**config.mk**
```make
export PLATFORM = sky130hd
export DESIGN_NAME = flow_pulse_freq_output
export DESIGN_NICKNAME = d
export VERILOG_FILES = /design/src/verilog/flow_out_pkg.sv /design/src/verilog/flow_pulse_freq_output.sv
export SDC_FILE = /design/constraint.sdc
export NUM_CORES = 2
export LEC_CHECK = 0
export BUFFER_PORTS_ARGS = -buffer_cell sky130_fd_sc_hd__buf_2
export CAP_MARGIN = 10
export CORE_UTILIZATION = 60
export DETAILED_ROUTE_END_ITERATION = 8
export PLACE_DENSITY_LB_ADDON = 0.2
export SYNTH_ARGS = -nofsm -noshare
export SYNTH_HDL_FRONTEND = slang
export SYNTH_SLANG_ARGS = --single-unit
```
**constraint.sdc**
```tcl
create_clock -name ref_clk -period 19.3 [get_ports ref_clk]
set_input_delay 0.965 -clock ref_clk [delete_from_list [all_inputs] [get_ports ref_clk]]
set_output_delay 0.965 -clock ref_clk [all_outputs]
set_load 0.1 [all_outputs]
```
**src/verilog/flow_out_pkg.sv**
```systemverilog
/*
  Constants for the flowmeter output stage: offsets, bit positions, reset
  values, timing figures and pulse states. Assumes one 20 MHz clock.
*/
package flow_out_pkg;
  // clock and timing figures
  localparam int unsigned CLK_HZ = 20_000_000;
  localparam int unsigned UPDATE_MS = 20;
  localparam int unsigned MS_CYCLES = CLK_HZ / 1000;
  localparam int unsigned UPDATE_CYCLES = MS_CYCLES * UPDATE_MS;
  localparam int unsigned CTL_MIN_MS = 500;
  localparam int unsigned CTL_MAX_MS = 4000;
  localparam int unsigned CTL_MIN_CYCLES = MS_CYCLES * CTL_MIN_MS;
  localparam int unsigned CTL_MAX_CYCLES = MS_CYCLES * CTL_MAX_MS;
  localparam logic [47:0] LAG_LIMIT = 48'd22500;
  // register byte offsets
  localparam logic [7:0] OFS_CTRL = 8'h00;
  localparam logic [7:0] OFS_PULSE_WIDTH = 8'h04;
  localparam logic [7:0] OFS_PULSE_VOL = 8'h08;
  localparam logic [7:0] OFS_UNIT_SIZE = 8'h0c;
  localparam logic [7:0] OFS_FREQ_MAX = 8'h10;
  localparam logic [7:0] OFS_FREQ_OVF = 8'h14;
  localparam logic [7:0] OFS_VAL_ZERO = 8'h18;
  localparam logic [7:0] OFS_VAL_MAX = 8'h1c;
  localparam logic [7:0] OFS_STATUS = 8'h20;
  localparam logic [7:0] OFS_RANGE_END = 8'h24;
  // control register bit positions
  localparam int unsigned CB_PULSE_EN = 0;
  localparam int unsigned CB_FREQ_EN = 1;
  localparam int unsigned CB_CTL_IN = 2;
  localparam int unsigned CB_CTL_PARTVOL = 3;
  localparam int unsigned CB_FAULT_SIG = 4;
  // limits and reset values
  localparam logic [14:0] WIDTH_MIN = 15'd1;
  localparam logic [14:0] WIDTH_MAX = 15'd20000;
  localparam logic [9:0] FMAX_MIN = 10'd50;
  localparam logic [9:0] FMAX_MAX = 10'd1000;
  localparam logic [9:0] FMAX_RST = 10'd500;
  localparam logic [6:0] OVF_MIN = 7'd1;
  localparam logic [6:0] OVF_MAX = 7'd100;
  localparam logic [15:0] UNIT_RST = 16'h0001;
  localparam logic [15:0] VAL_MAX_RST = 16'hffff;
  // analogue codes in microamps
  localparam logic [15:0] UA_LIN_LO = 16'd3800;
  localparam logic [15:0] UA_LIN_HI = 16'd20500;
  localparam logic [15:0] UA_OVER = 16'd22000;
  localparam logic [15:0] UA_FAULT = 16'd3600;
  // axi responses
  localparam logic [1:0] RESP_OKAY = 2'b00;
  localparam logic [1:0] RESP_SLVERR = 2'b10;
  // pulse generator states, gray along idle-high-low
  typedef enum logic [1:0] {
    PS_IDLE = 2'b00,
    PS_HIGH = 2'b01,
    PS_LOW = 2'b11
  } pulse_state_t;
endpackage

```
**src/verilog/flow_pulse_freq_output.sv**
```systemverilog
/*
  Flowmeter output stage: pulse train, frequency output, output 1 control
  input and fault-signalling analogue codes, behind an AXI4-Lite slave.
  Assumes all inputs synchronous to ref_clk.
*/
`timescale 1ns/1ps
module flow_pulse_freq_output #(
  parameter int unsigned UPDATE_CYC = flow_out_pkg::UPDATE_CYCLES,
  parameter int unsigned MS_CYC = flow_out_pkg::MS_CYCLES,
  parameter int unsigned CTL_MIN_CYC = flow_out_pkg::CTL_MIN_CYCLES,
  parameter int unsigned CTL_MAX_CYC = flow_out_pkg::CTL_MAX_CYCLES
) (
  input wire logic ref_clk,
  input wire logic rst_n,
  input wire logic [7:0] s_axi_awaddr,
  input wire logic s_axi_awvalid,
  output logic s_axi_awready,
  input wire logic [31:0] s_axi_wdata,
  input wire logic [3:0] s_axi_wstrb,
  input wire logic s_axi_wvalid,
  output logic s_axi_wready,
  output logic [1:0] s_axi_bresp,
  output logic s_axi_bvalid,
  input wire logic s_axi_bready,
  input wire logic [7:0] s_axi_araddr,
  input wire logic s_axi_arvalid,
  output logic s_axi_arready,
  output logic [31:0] s_axi_rdata,
  output logic [1:0] s_axi_rresp,
  output logic s_axi_rvalid,
  input wire logic s_axi_rready,
  input wire logic [15:0] volInc,
  input wire logic volValid,
  input wire logic flowOverflow,
  input wire logic menuActive,
  input wire logic [15:0] measValue,
  input wire logic [15:0] anaLinUa,
  input wire logic devFault,
  input wire logic ctlPinIn,
  output logic out1Out,
  output logic out1Oe,
  output logic freqOut,
  output logic [15:0] anaOutUa,
  output logic minMaxRst,
  output logic partVolRst
);
  import flow_out_pkg::*;

  // whole block state, registered in one place
  typedef struct packed {
    logic awReady;
    logic wReady;
    logic arReady;
    logic awHave;            // write address held
    logic [7:0] awAddr;
    logic wHave;             // write data held
    logic [31:0] wData;
    logic [3:0] wStrb;
    logic bValid;
    logic [1:0] bResp;
    logic rValid;
    logic [31:0] rData;
    logic [1:0] rResp;
    logic [7:0] ctrl;
    logic [14:0] pulseWidth; // ms
    logic [15:0] pulseVol;   // in user units
    logic [15:0] unitSize;   // volume lsb per user unit
    logic [9:0] freqMax;     // Hz
    logic [6:0] ovfPct;
    logic [15:0] valZero;
    logic [15:0] valMax;
    logic [15:0] rangeEnd;   // measurement_range_end
    logic [31:0] tickCnt;
    logic [31:0] periodVol;  // volume of the running period
    logic [32:0] volAcc;     // volume not yet turned into pulses
    logic [15:0] backlog;    // pulses owed
    pulse_state_t pState;
    logic [31:0] msCnt;
    logic [14:0] widthCnt;
    logic pulseOut;
    logic [47:0] freqAcc;
    logic freqOut;
    logic freqOvf;
    logic ctlPrev;
    logic [31:0] hiCnt;
    logic minMaxRst;
    logic partVolRst;
    logic [15:0] anaOut;
  } state_t;

  state_t s_q, s_d;

  // merge a write into a register honouring byte strobes
  function automatic logic [31:0] mergeStrb(input logic [31:0] old,
      input logic [31:0] nw, input logic [3:0] strb);
    logic [31:0] r;
    r = old;
    for (int i = 0; i < 4; i++) begin
      if (strb[i]) begin
        r[8*i +: 8] = nw[8*i +: 8];
      end
    end
    return r;
  endfunction

  // address decode shared by read and write paths
  function automatic logic isMapped(input logic [7:0] a);
    return (a[1:0] == 2'b00) && (a <= OFS_RANGE_END);
  endfunction

  // register image as software reads it, fields in the low bits
  function automatic logic [31:0] regRead(input state_t st,
      input logic [7:0] a, input logic [31:0] stat);
    unique case (a)
      OFS_CTRL: return {24'h0, st.ctrl};
      OFS_PULSE_WIDTH: return {17'h0, st.pulseWidth};
      OFS_PULSE_VOL: return {16'h0, st.pulseVol};
      OFS_UNIT_SIZE: return {16'h0, st.unitSize};
      OFS_FREQ_MAX: return {22'h0, st.freqMax};
      OFS_FREQ_OVF: return {25'h0, st.ovfPct};
      OFS_VAL_ZERO: return {16'h0, st.valZero};
      OFS_VAL_MAX: return {16'h0, st.valMax};
      OFS_STATUS: return stat;
      OFS_RANGE_END: return {16'h0, st.rangeEnd};
      default: return 32'h0;
    endcase
  endfunction

  // clamp a written value into its legal span
  function automatic logic [31:0] clampTo(input logic [31:0] v,
      input logic [31:0] lo, input logic [31:0] hi);
    return (v > hi) ? hi : ((v < lo) ? lo : v);
  endfunction

  // combinational helpers, assigned at the top of the process
  logic [31:0] wVal;
  logic [31:0] effVol;
  logic [15:0] delta;
  logic [15:0] span;
  logic [47:0] fInc;
  logic [47:0] fLim;
  logic [47:0] fSum;
  logic lagRisk;
  logic emitOk;
  logic [31:0] statusWord;

  // next-state logic for bus, pulse, frequency, control input, analogue
  always_comb begin
    s_d = s_q;
    wVal = 32'h0;
    effVol = s_q.pulseVol * s_q.unitSize;
    delta = (measValue > s_q.valZero) ? measValue - s_q.valZero : 16'h0;
    span = (s_q.valMax > s_q.valZero) ? s_q.valMax - s_q.valZero : 16'h0;
    fInc = 48'h0;
    fLim = 48'h0;
    fSum = 48'h0;
    // owed pulses lag when range end times width over volume passes limit
    lagRisk = (48'(s_q.rangeEnd) * 48'(s_q.pulseWidth))
              > (LAG_LIMIT * 48'(effVol));
    emitOk = s_q.ctrl[CB_PULSE_EN] && !menuActive && !flowOverflow;
    statusWord = {8'h0, 1'b0, s_q.freqOvf, lagRisk, s_q.pulseOut,
                  2'(s_q.pState), 2'b00, s_q.backlog};

    // write address and data are taken in either order
    if (s_axi_awvalid && s_q.awReady) begin
      s_d.awHave = 1'b1;
      s_d.awAddr = s_axi_awaddr;
    end
    if (s_axi_wvalid && s_q.wReady) begin
      s_d.wHave = 1'b1;
      s_d.wData = s_axi_wdata;
      s_d.wStrb = s_axi_wstrb;
    end
    if (s_q.bValid && s_axi_bready) begin
      s_d.bValid = 1'b0;
    end
    // perform the write once both halves are held
    if (s_q.awHave && s_q.wHave && !s_q.bValid) begin
      s_d.awHave = 1'b0;
      s_d.wHave = 1'b0;
      s_d.bValid = 1'b1;
      s_d.bResp = isMapped(s_q.awAddr) ? RESP_OKAY : RESP_SLVERR;
      wVal = mergeStrb(regRead(s_q, s_q.awAddr, statusWord), s_q.wData,
                       s_q.wStrb);
      unique case (s_q.awAddr)
        OFS_CTRL: begin
          s_d.ctrl = {3'b000, wVal[4:0]};
        end
        OFS_PULSE_WIDTH: begin
          // width clamped into the legal 1 ms .. 20 s span
          s_d.pulseWidth = 15'(clampTo(wVal, 32'(WIDTH_MIN),
                                       32'(WIDTH_MAX)));
        end
        OFS_PULSE_VOL: begin
          s_d.pulseVol = wVal[15:0];
        end
        OFS_UNIT_SIZE: begin
          s_d.unitSize = wVal[15:0];
        end
        OFS_FREQ_MAX: begin
          s_d.freqMax = 10'(clampTo(wVal, 32'(FMAX_MIN),
                                    32'(FMAX_MAX)));
        end
        OFS_FREQ_OVF: begin
          s_d.ovfPct = 7'(clampTo(wVal, 32'(OVF_MIN),
                                  32'(OVF_MAX)));
        end
        OFS_VAL_ZERO: begin
          s_d.valZero = wVal[15:0];
        end
        OFS_VAL_MAX: begin
          s_d.valMax = wVal[15:0];
        end
        OFS_RANGE_END: begin
          s_d.rangeEnd = wVal[15:0];
        end
        // status is read only; unmapped already answered with an error
        default: begin
        end
      endcase
    end

    // read path, one cycle after the address is taken
    if (s_q.rValid && s_axi_rready) begin
      s_d.rValid = 1'b0;
    end
    if (s_axi_arvalid && s_q.arReady) begin
      s_d.rValid = 1'b1;
      s_d.rResp = isMapped(s_axi_araddr) ? RESP_OKAY : RESP_SLVERR;
      s_d.rData = regRead(s_q, s_axi_araddr, statusWord);
    end
    // readies come from flops so they fall as soon as a slot is taken
    s_d.awReady = !s_d.awHave && !s_d.bValid;
    s_d.wReady = !s_d.wHave && !s_d.bValid;
    s_d.arReady = !s_d.rValid;

    // 20 ms update tick; volume of the closed period joins the remainder
    if (s_q.tickCnt >= UPDATE_CYC - 1) begin
      s_d.tickCnt = 32'h0;
      s_d.volAcc = s_q.volAcc + 33'(s_q.periodVol);
      s_d.periodVol = volValid ? 32'(volInc) : 32'h0;
    end else begin
      s_d.tickCnt = s_q.tickCnt + 32'h1;
      // one pulse volume per cycle turns into one owed pulse
      if (effVol != 32'h0 && s_q.volAcc >= 33'(effVol)
          && s_q.backlog != 16'hffff) begin
        s_d.volAcc = s_q.volAcc - 33'(effVol);
        s_d.backlog = s_q.backlog + 16'h1;
      end
      if (volValid) begin
        s_d.periodVol = s_q.periodVol + 32'(volInc);
      end
    end
    if (!s_q.ctrl[CB_PULSE_EN]) begin
      // a disabled output forgets owed volume
      s_d.volAcc = 33'h0;
      s_d.backlog = 16'h0;
      s_d.periodVol = 32'h0;
    end

    // pulse generator: high for width, low for width, then next
    s_d.msCnt = s_q.msCnt + 32'h1;
    if (s_q.msCnt >= MS_CYC - 1) begin
      s_d.msCnt = 32'h0;
      s_d.widthCnt = s_q.widthCnt + 15'h1;
    end
    unique case (s_q.pState)
      PS_IDLE: begin
        s_d.msCnt = 32'h0;
        s_d.widthCnt = 15'h0;
        // menu mode or overflow holds the backlog unspent
        if (emitOk && s_q.backlog != 16'h0) begin
          s_d.pState = PS_HIGH;
        end
      end
      PS_HIGH: begin
        if (s_q.msCnt >= MS_CYC - 1
            && s_q.widthCnt == s_q.pulseWidth - 15'h1) begin
          s_d.pState = PS_LOW;
          s_d.msCnt = 32'h0;
          s_d.widthCnt = 15'h0;
          // a disable in this cycle has already emptied the backlog
          if (s_d.backlog != 16'h0) begin
            s_d.backlog = s_d.backlog - 16'h1;
          end
        end
      end
      PS_LOW: begin
        // gap equals width so back to back pulses stay countable
        if (s_q.msCnt >= MS_CYC - 1
            && s_q.widthCnt == s_q.pulseWidth - 15'h1) begin
          s_d.pState = PS_IDLE;
        end
      end
    endcase
    if (flowOverflow || !s_q.ctrl[CB_PULSE_EN]) begin
      s_d.pState = PS_IDLE;
    end
    // overflow forces a steady high level
    s_d.pulseOut = flowOverflow ? s_q.ctrl[CB_PULSE_EN]
                                : (s_d.pState == PS_HIGH);

    // frequency output: toggle accumulator, two toggles per period
    s_d.freqOvf = (24'(delta) * 24'd100)
                  > (24'(span) * (24'd100 + 24'(s_q.ovfPct)));
    if (s_d.freqOvf) begin
      fInc = 48'(s_q.freqMax) * (48'd200 + 48'(2 * s_q.ovfPct));
      fLim = 48'(CLK_HZ) * 48'd100;
    end else begin
      fInc = 48'(s_q.freqMax) * 48'(delta) * 48'd2;
      fLim = 48'(CLK_HZ) * 48'(span);
    end
    fSum = s_q.freqAcc + fInc;
    if (!s_q.ctrl[CB_FREQ_EN] || fLim == 48'h0) begin
      s_d.freqAcc = 48'h0;
      s_d.freqOut = 1'b0;
    end else if (fSum >= fLim) begin
      // equal high and low halves within one clock
      s_d.freqAcc = (fSum - fLim >= fLim) ? 48'h0 : fSum - fLim;
      s_d.freqOut = !s_q.freqOut;
    end else begin
      s_d.freqAcc = fSum;
    end

    // control input on output 1: measure each high pulse
    s_d.minMaxRst = 1'b0;
    s_d.partVolRst = 1'b0;
    s_d.ctlPrev = ctlPinIn && s_q.ctrl[CB_CTL_IN];
    if (s_d.ctlPrev) begin
      if (s_q.hiCnt != CTL_MAX_CYC) begin
        s_d.hiCnt = s_q.hiCnt + 32'h1; // saturates at the upper bound
      end
    end else begin
      s_d.hiCnt = 32'h0;
      // act on falling edge only for strictly in-window pulses
      if (s_q.ctlPrev && s_q.hiCnt > CTL_MIN_CYC
          && s_q.hiCnt < CTL_MAX_CYC) begin
        s_d.minMaxRst = !s_q.ctrl[CB_CTL_PARTVOL];
        s_d.partVolRst = s_q.ctrl[CB_CTL_PARTVOL];
      end
    end

    // analogue code mapping with fault signalling
    if (!s_q.ctrl[CB_FAULT_SIG]) begin
      s_d.anaOut = anaLinUa;
    end else if (devFault) begin
      s_d.anaOut = UA_FAULT;
    end else if (anaLinUa > UA_LIN_HI) begin
      s_d.anaOut = UA_OVER;
    end else if (anaLinUa < UA_LIN_LO) begin
      s_d.anaOut = UA_LIN_LO;
    end else begin
      s_d.anaOut = anaLinUa;
    end
  end

  // single state register, synchronous reset
  always_ff @(posedge ref_clk) begin
    if (!rst_n) begin
      s_q <= '0;
      s_q.pulseWidth <= WIDTH_MIN;
      s_q.unitSize <= UNIT_RST;
      s_q.freqMax <= FMAX_RST;
      s_q.ovfPct <= OVF_MIN;
      s_q.valMax <= VAL_MAX_RST;
      s_q.pState <= PS_IDLE;
    end else begin
      s_q <= s_d;
    end
  end

  // outputs straight from the state register, out1Oe decoded from two of its fields
  assign s_axi_awready = s_q.awReady;
  assign s_axi_wready = s_q.wReady;
  assign s_axi_arready = s_q.arReady;
  assign s_axi_bvalid = s_q.bValid;
  assign s_axi_bresp = s_q.bResp;
  assign s_axi_rvalid = s_q.rValid;
  assign s_axi_rdata = s_q.rData;
  assign s_axi_rresp = s_q.rResp;
  assign out1Out = s_q.pulseOut;
  assign out1Oe = !s_q.ctlPrev && !s_q.ctrl[CB_CTL_IN];
  assign freqOut = s_q.freqOut;
  assign anaOutUa = s_q.anaOut;
  assign minMaxRst = s_q.minMaxRst;
  assign partVolRst = s_q.partVolRst;
endmodule // flow_pulse_freq_output
```
==> metrics.md <==
| Metric | Value |
|---|---|
| Result of the run | `finished clean` |
| Total global routing track utilization | `34.3%` |
| Crit path required time | `just under 20000 ps` |
| Unrepaired setup endpoints after global routing | `no` |
| Tightest Hold Check Type | `reg2reg` |
| Final count of negative-setup-slack endpoints | `0` |
| Post-detailed-route DRC marker count | `0` |
| Most frequent cell after synthesis | `sky130_fd_sc_hd__inv_1` |
| Average detailed-routed wire length per instance | `about 20 um` |
| Initial core utilization | `approximately three fifths` |
| Post-synth ARST share | `0%` |
| FF+latch count, synth | `454` |
| Number of placement rows | `127` |
| Portion of the clock cycle consumed by the worst path in the final layout | `approximately 93%` |
| Crit path capture type | `flop` |
| Average cell area after synthesis | `~8.3 sq um` |
| Maximum level of the CTS H-tree | `2` |
| Vias | `~61000` |
| Global-route wire length before repair | `around 330 mm` |
| Number of sinks driven by the clock tree | `~450` |
| Final WL | `~210 mm` |
| Crit path max fanout | `37` |
| Number of antenna violations at the first check in global routing | `13` |
| Post-synth EDFFs | `0` |
| Critical path data arrival time | `approximately 18000 ps` |
| Length of routed wiring on met1 | `roughly 88 mm` |
| Area of the die | `123000 sq um` |
| Vias per Instance | `5.89` |
| WL met2 | `between 90 and 100 mm` |
| Layout Skew | `between 30 and 40 ps` |
| Number of endpoints with negative hold slack in the final report | `0` |
| Worst relative slew slack | `12.2%` |
| Syn-to-layout area delta | `6.00%` |
| Cell Area, Placed | `roughly 76000 sq um` |
| Fraction of final layout cells sized beyond drive strength 1 | `between 5 and 6%` |
| Final Wtd Congestion | `approximately 0.97` |
| Post-CTS Setup Repair Bufs | `0` |
| Setup Crit Path Kind | `reg2reg` |
| Height of the chip | `~350 um` |
| Sum of negative setup slack | `0 ps` |
| Sum of met3 wire segment lengths after detailed routing | `between 15 and 20 mm` |
| Horizontal die dimension | `351 um` |
| Measured slew at the worst slew-check pin | `1300 ps` |
| Maximum clock frequency | `approximately 56 MHz` |
| Sequential fraction of the synthesis area | `12.4%` |
| Final instance area | `77600 sq um` |
| Max stage delay cell, worst path | `sky130_fd_sc_hd__a2111oi_1` |
| Uppermost routed layer | `met5` |
| Synth warnings | `0` |
| VDD IR-drop max | `around 0.22 mV` |
| CTS Root Buffer Type | `sky130_fd_sc_hd__clkbuf_16` |
| CP dominant cell by count | `sky130_fd_sc_hd__a21oi_1` |
| Final-stage net count | `10800` |
| I/O Buffers | `160` |
| Number of pins exceeding their max-slew limit in the final report | `0` |
| Peak per-stage delay on the critical path | `approximately 620 ps` |
| Count of cell types in the netlist | `between 100 and 150` |
| Cell types with the highest counts after synthesis | `sky130_fd_sc_hd__inv_1 (1275), sky130_fd_sc_hd__ha_1 (992), sky130_fd_sc_hd__nand2_1 (971), sky130_fd_sc_hd__fa_1 (906), sky130_fd_sc_hd__nor2_1 (731)` |
| Count of nets left with antenna violations after detail routing | `0` |
| CTS-repair resized insts | `0` |
| Kind of launch point of the worst setup path | `flop` |
| Clock tree from TritonCTS | `yes` |
| CTS Buffer Depth | `3` |
| Via count of the first global-routing pass | `approximately 60000` |
| Library cell with the largest summed area after synthesis | `sky130_fd_sc_hd__fa_1` |
| Number of top-level pins | `between 150 and 200` |
| Area of the mapped netlist | `73200 sq um` |
| Post-detail-place hpwl | `166 mm` |
| Number of max-cap violations | `0` |
| P_leak | `38.6 nW` |
| Yosys top cell area share | `about a quarter` |
| Biggest area contributors in the synthesized netlist | `sky130_fd_sc_hd__fa_1 (25%), sky130_fd_sc_hd__ha_1 (17%), sky130_fd_sc_hd__dfxtp_1 (12%), sky130_fd_sc_hd__inv_1 (6.5%), sky130_fd_sc_hd__nand2_1 (5.0%)` |
| Number of buffers created by CTS | `54` |
| Clk Latency, worst-skew pair | `between 600 and 700 ps` |
| Global-route congestion overflow total | `0` |
| Hold-fix buffers at CTS | `0` |
| Starting DRC count in detailed routing | `slightly below 5000` |
| Synthesized netlist cell count | `between 8000 and 9000` |
| Area inside the core boundary | `roughly 120000 sq um` |
| Power per Cell Area | `80.8 nW/um^2` |
| Final Critical Period | `roughly 18000 ps` |
| Most used flip-flop cell after synthesis | `sky130_fd_sc_hd__dfxtp_1` |
| Maximum number of pins on one net before global-route repair | `96` |
| Reg clk slew, reported paths | `around 60 ps` |
| Drt first pass iters | `8` |
==> worst max-delay path: cells and delay by family (launching register included) <==
family	cells	cell delay (ps)
DFF	1	390
AOI/OAI and AO/OA	38	9060
and+or+nand+nor	20	3070
adders and majority gates	11	3870
xor gates and xnor gates	3	590
buffers and inverters	6	730
==> per-layer routing <==
| layer | vias up | global-route usage, % |
|---|---|---|
| met2 | 2478 | 53.7 |
| met1 | 29800 | 45.3 |
| met3 | 511 | 8.29 |
| met5 | - | 0 |
| li1 | 28700 | - |
| met4 | 10 | 14.6 |
==> layout by cell type (no fill, tap or decap), drive strengths merged, types with 45 or more instances in the layout <==
cell type  count
nor3         104
mux2i        102
nand2b        79
nor4          52
ha           992
nor2         743
a21oi        490
nand4         71
and3          55
clkbuf        70
conb          50
a21o         136
fa           906
and2         322
a22oi         54
o211ai        47
inv         1282
xnor2        250
nand2        972
nand3        154
a31oi         45
xor2         183
buf          310
dfxtp        454
o21ai        286
nor2b         64
==> kinds of logic after synthesis <==
group,share of synthesized area (%)
other cells,0.00512
xor+xnor,5.18
fa+ha+maj,41.7
simple gates,17.6
compound gates,12.5
mux,1.59
buf+inv,9.03
flops,12.4
==> stage by stage <==
step	power, mW	hold WS [ps]	setup slack (ps)	util, %	instances
6_report	6.27	449	1450	64.4	10400
3_5_place_dp	5.00	443	1360	62.8	10300
3_3_place_gp	4.99	440	1600	62.8	10300
5_1_grt	6.80	467	60.8	64.4	10400
2_1_floorplan	3.95	422	3020	-	8830
4_1_cts	6.18	452	1240	64.4	10400
==> area by class of cell <==
cell class	count	area [sq um]
antenna	4	10.0
clock buffer	70	1530
clock inverter	30	457
fill	10500	42800
inverter	1278	4800
multi-input combinational	6684	57800
sequential	454	9090
tap	1612	2020
timing repair buffer	310	1930
==> registers in the layout, summed over array words and instances, names as in the netlist <==
signal and count:
s_q 406, s_axi_rdata 21, anaOutUa 16, freqOut 1
minMaxRst 1, out1Out 1, partVolRst 1, s_axi_arready 1
s_axi_awready 1, s_axi_bresp 1, s_axi_bvalid 1, s_axi_rresp 1
s_axi_rvalid 1, s_axi_wready 1
==> worst paths after layout <==
kind / start / to / slack (ps) / cells after the start
worst min register to register: s_axi_rdata[9] / s_axi_rdata[9] / 450 / 2
worst max-delay path: s_q[280] / s_q[61] / 1450 / 78
worst max register to register: s_q[280] / s_q[61] / 1450 / 78
worst min-delay path: s_axi_rdata[9] / s_axi_rdata[9] / 450 / 2
==> report_power, final <==
part	switching (mW)	total, mW	internal (mW)
combinational	2.57	4.16	1.60
sequential	0.00904	0.958	0.949
clock	0.462	1.15	0.685
total	3.04	6.27	3.23
(Power assumes the default switching activity.)
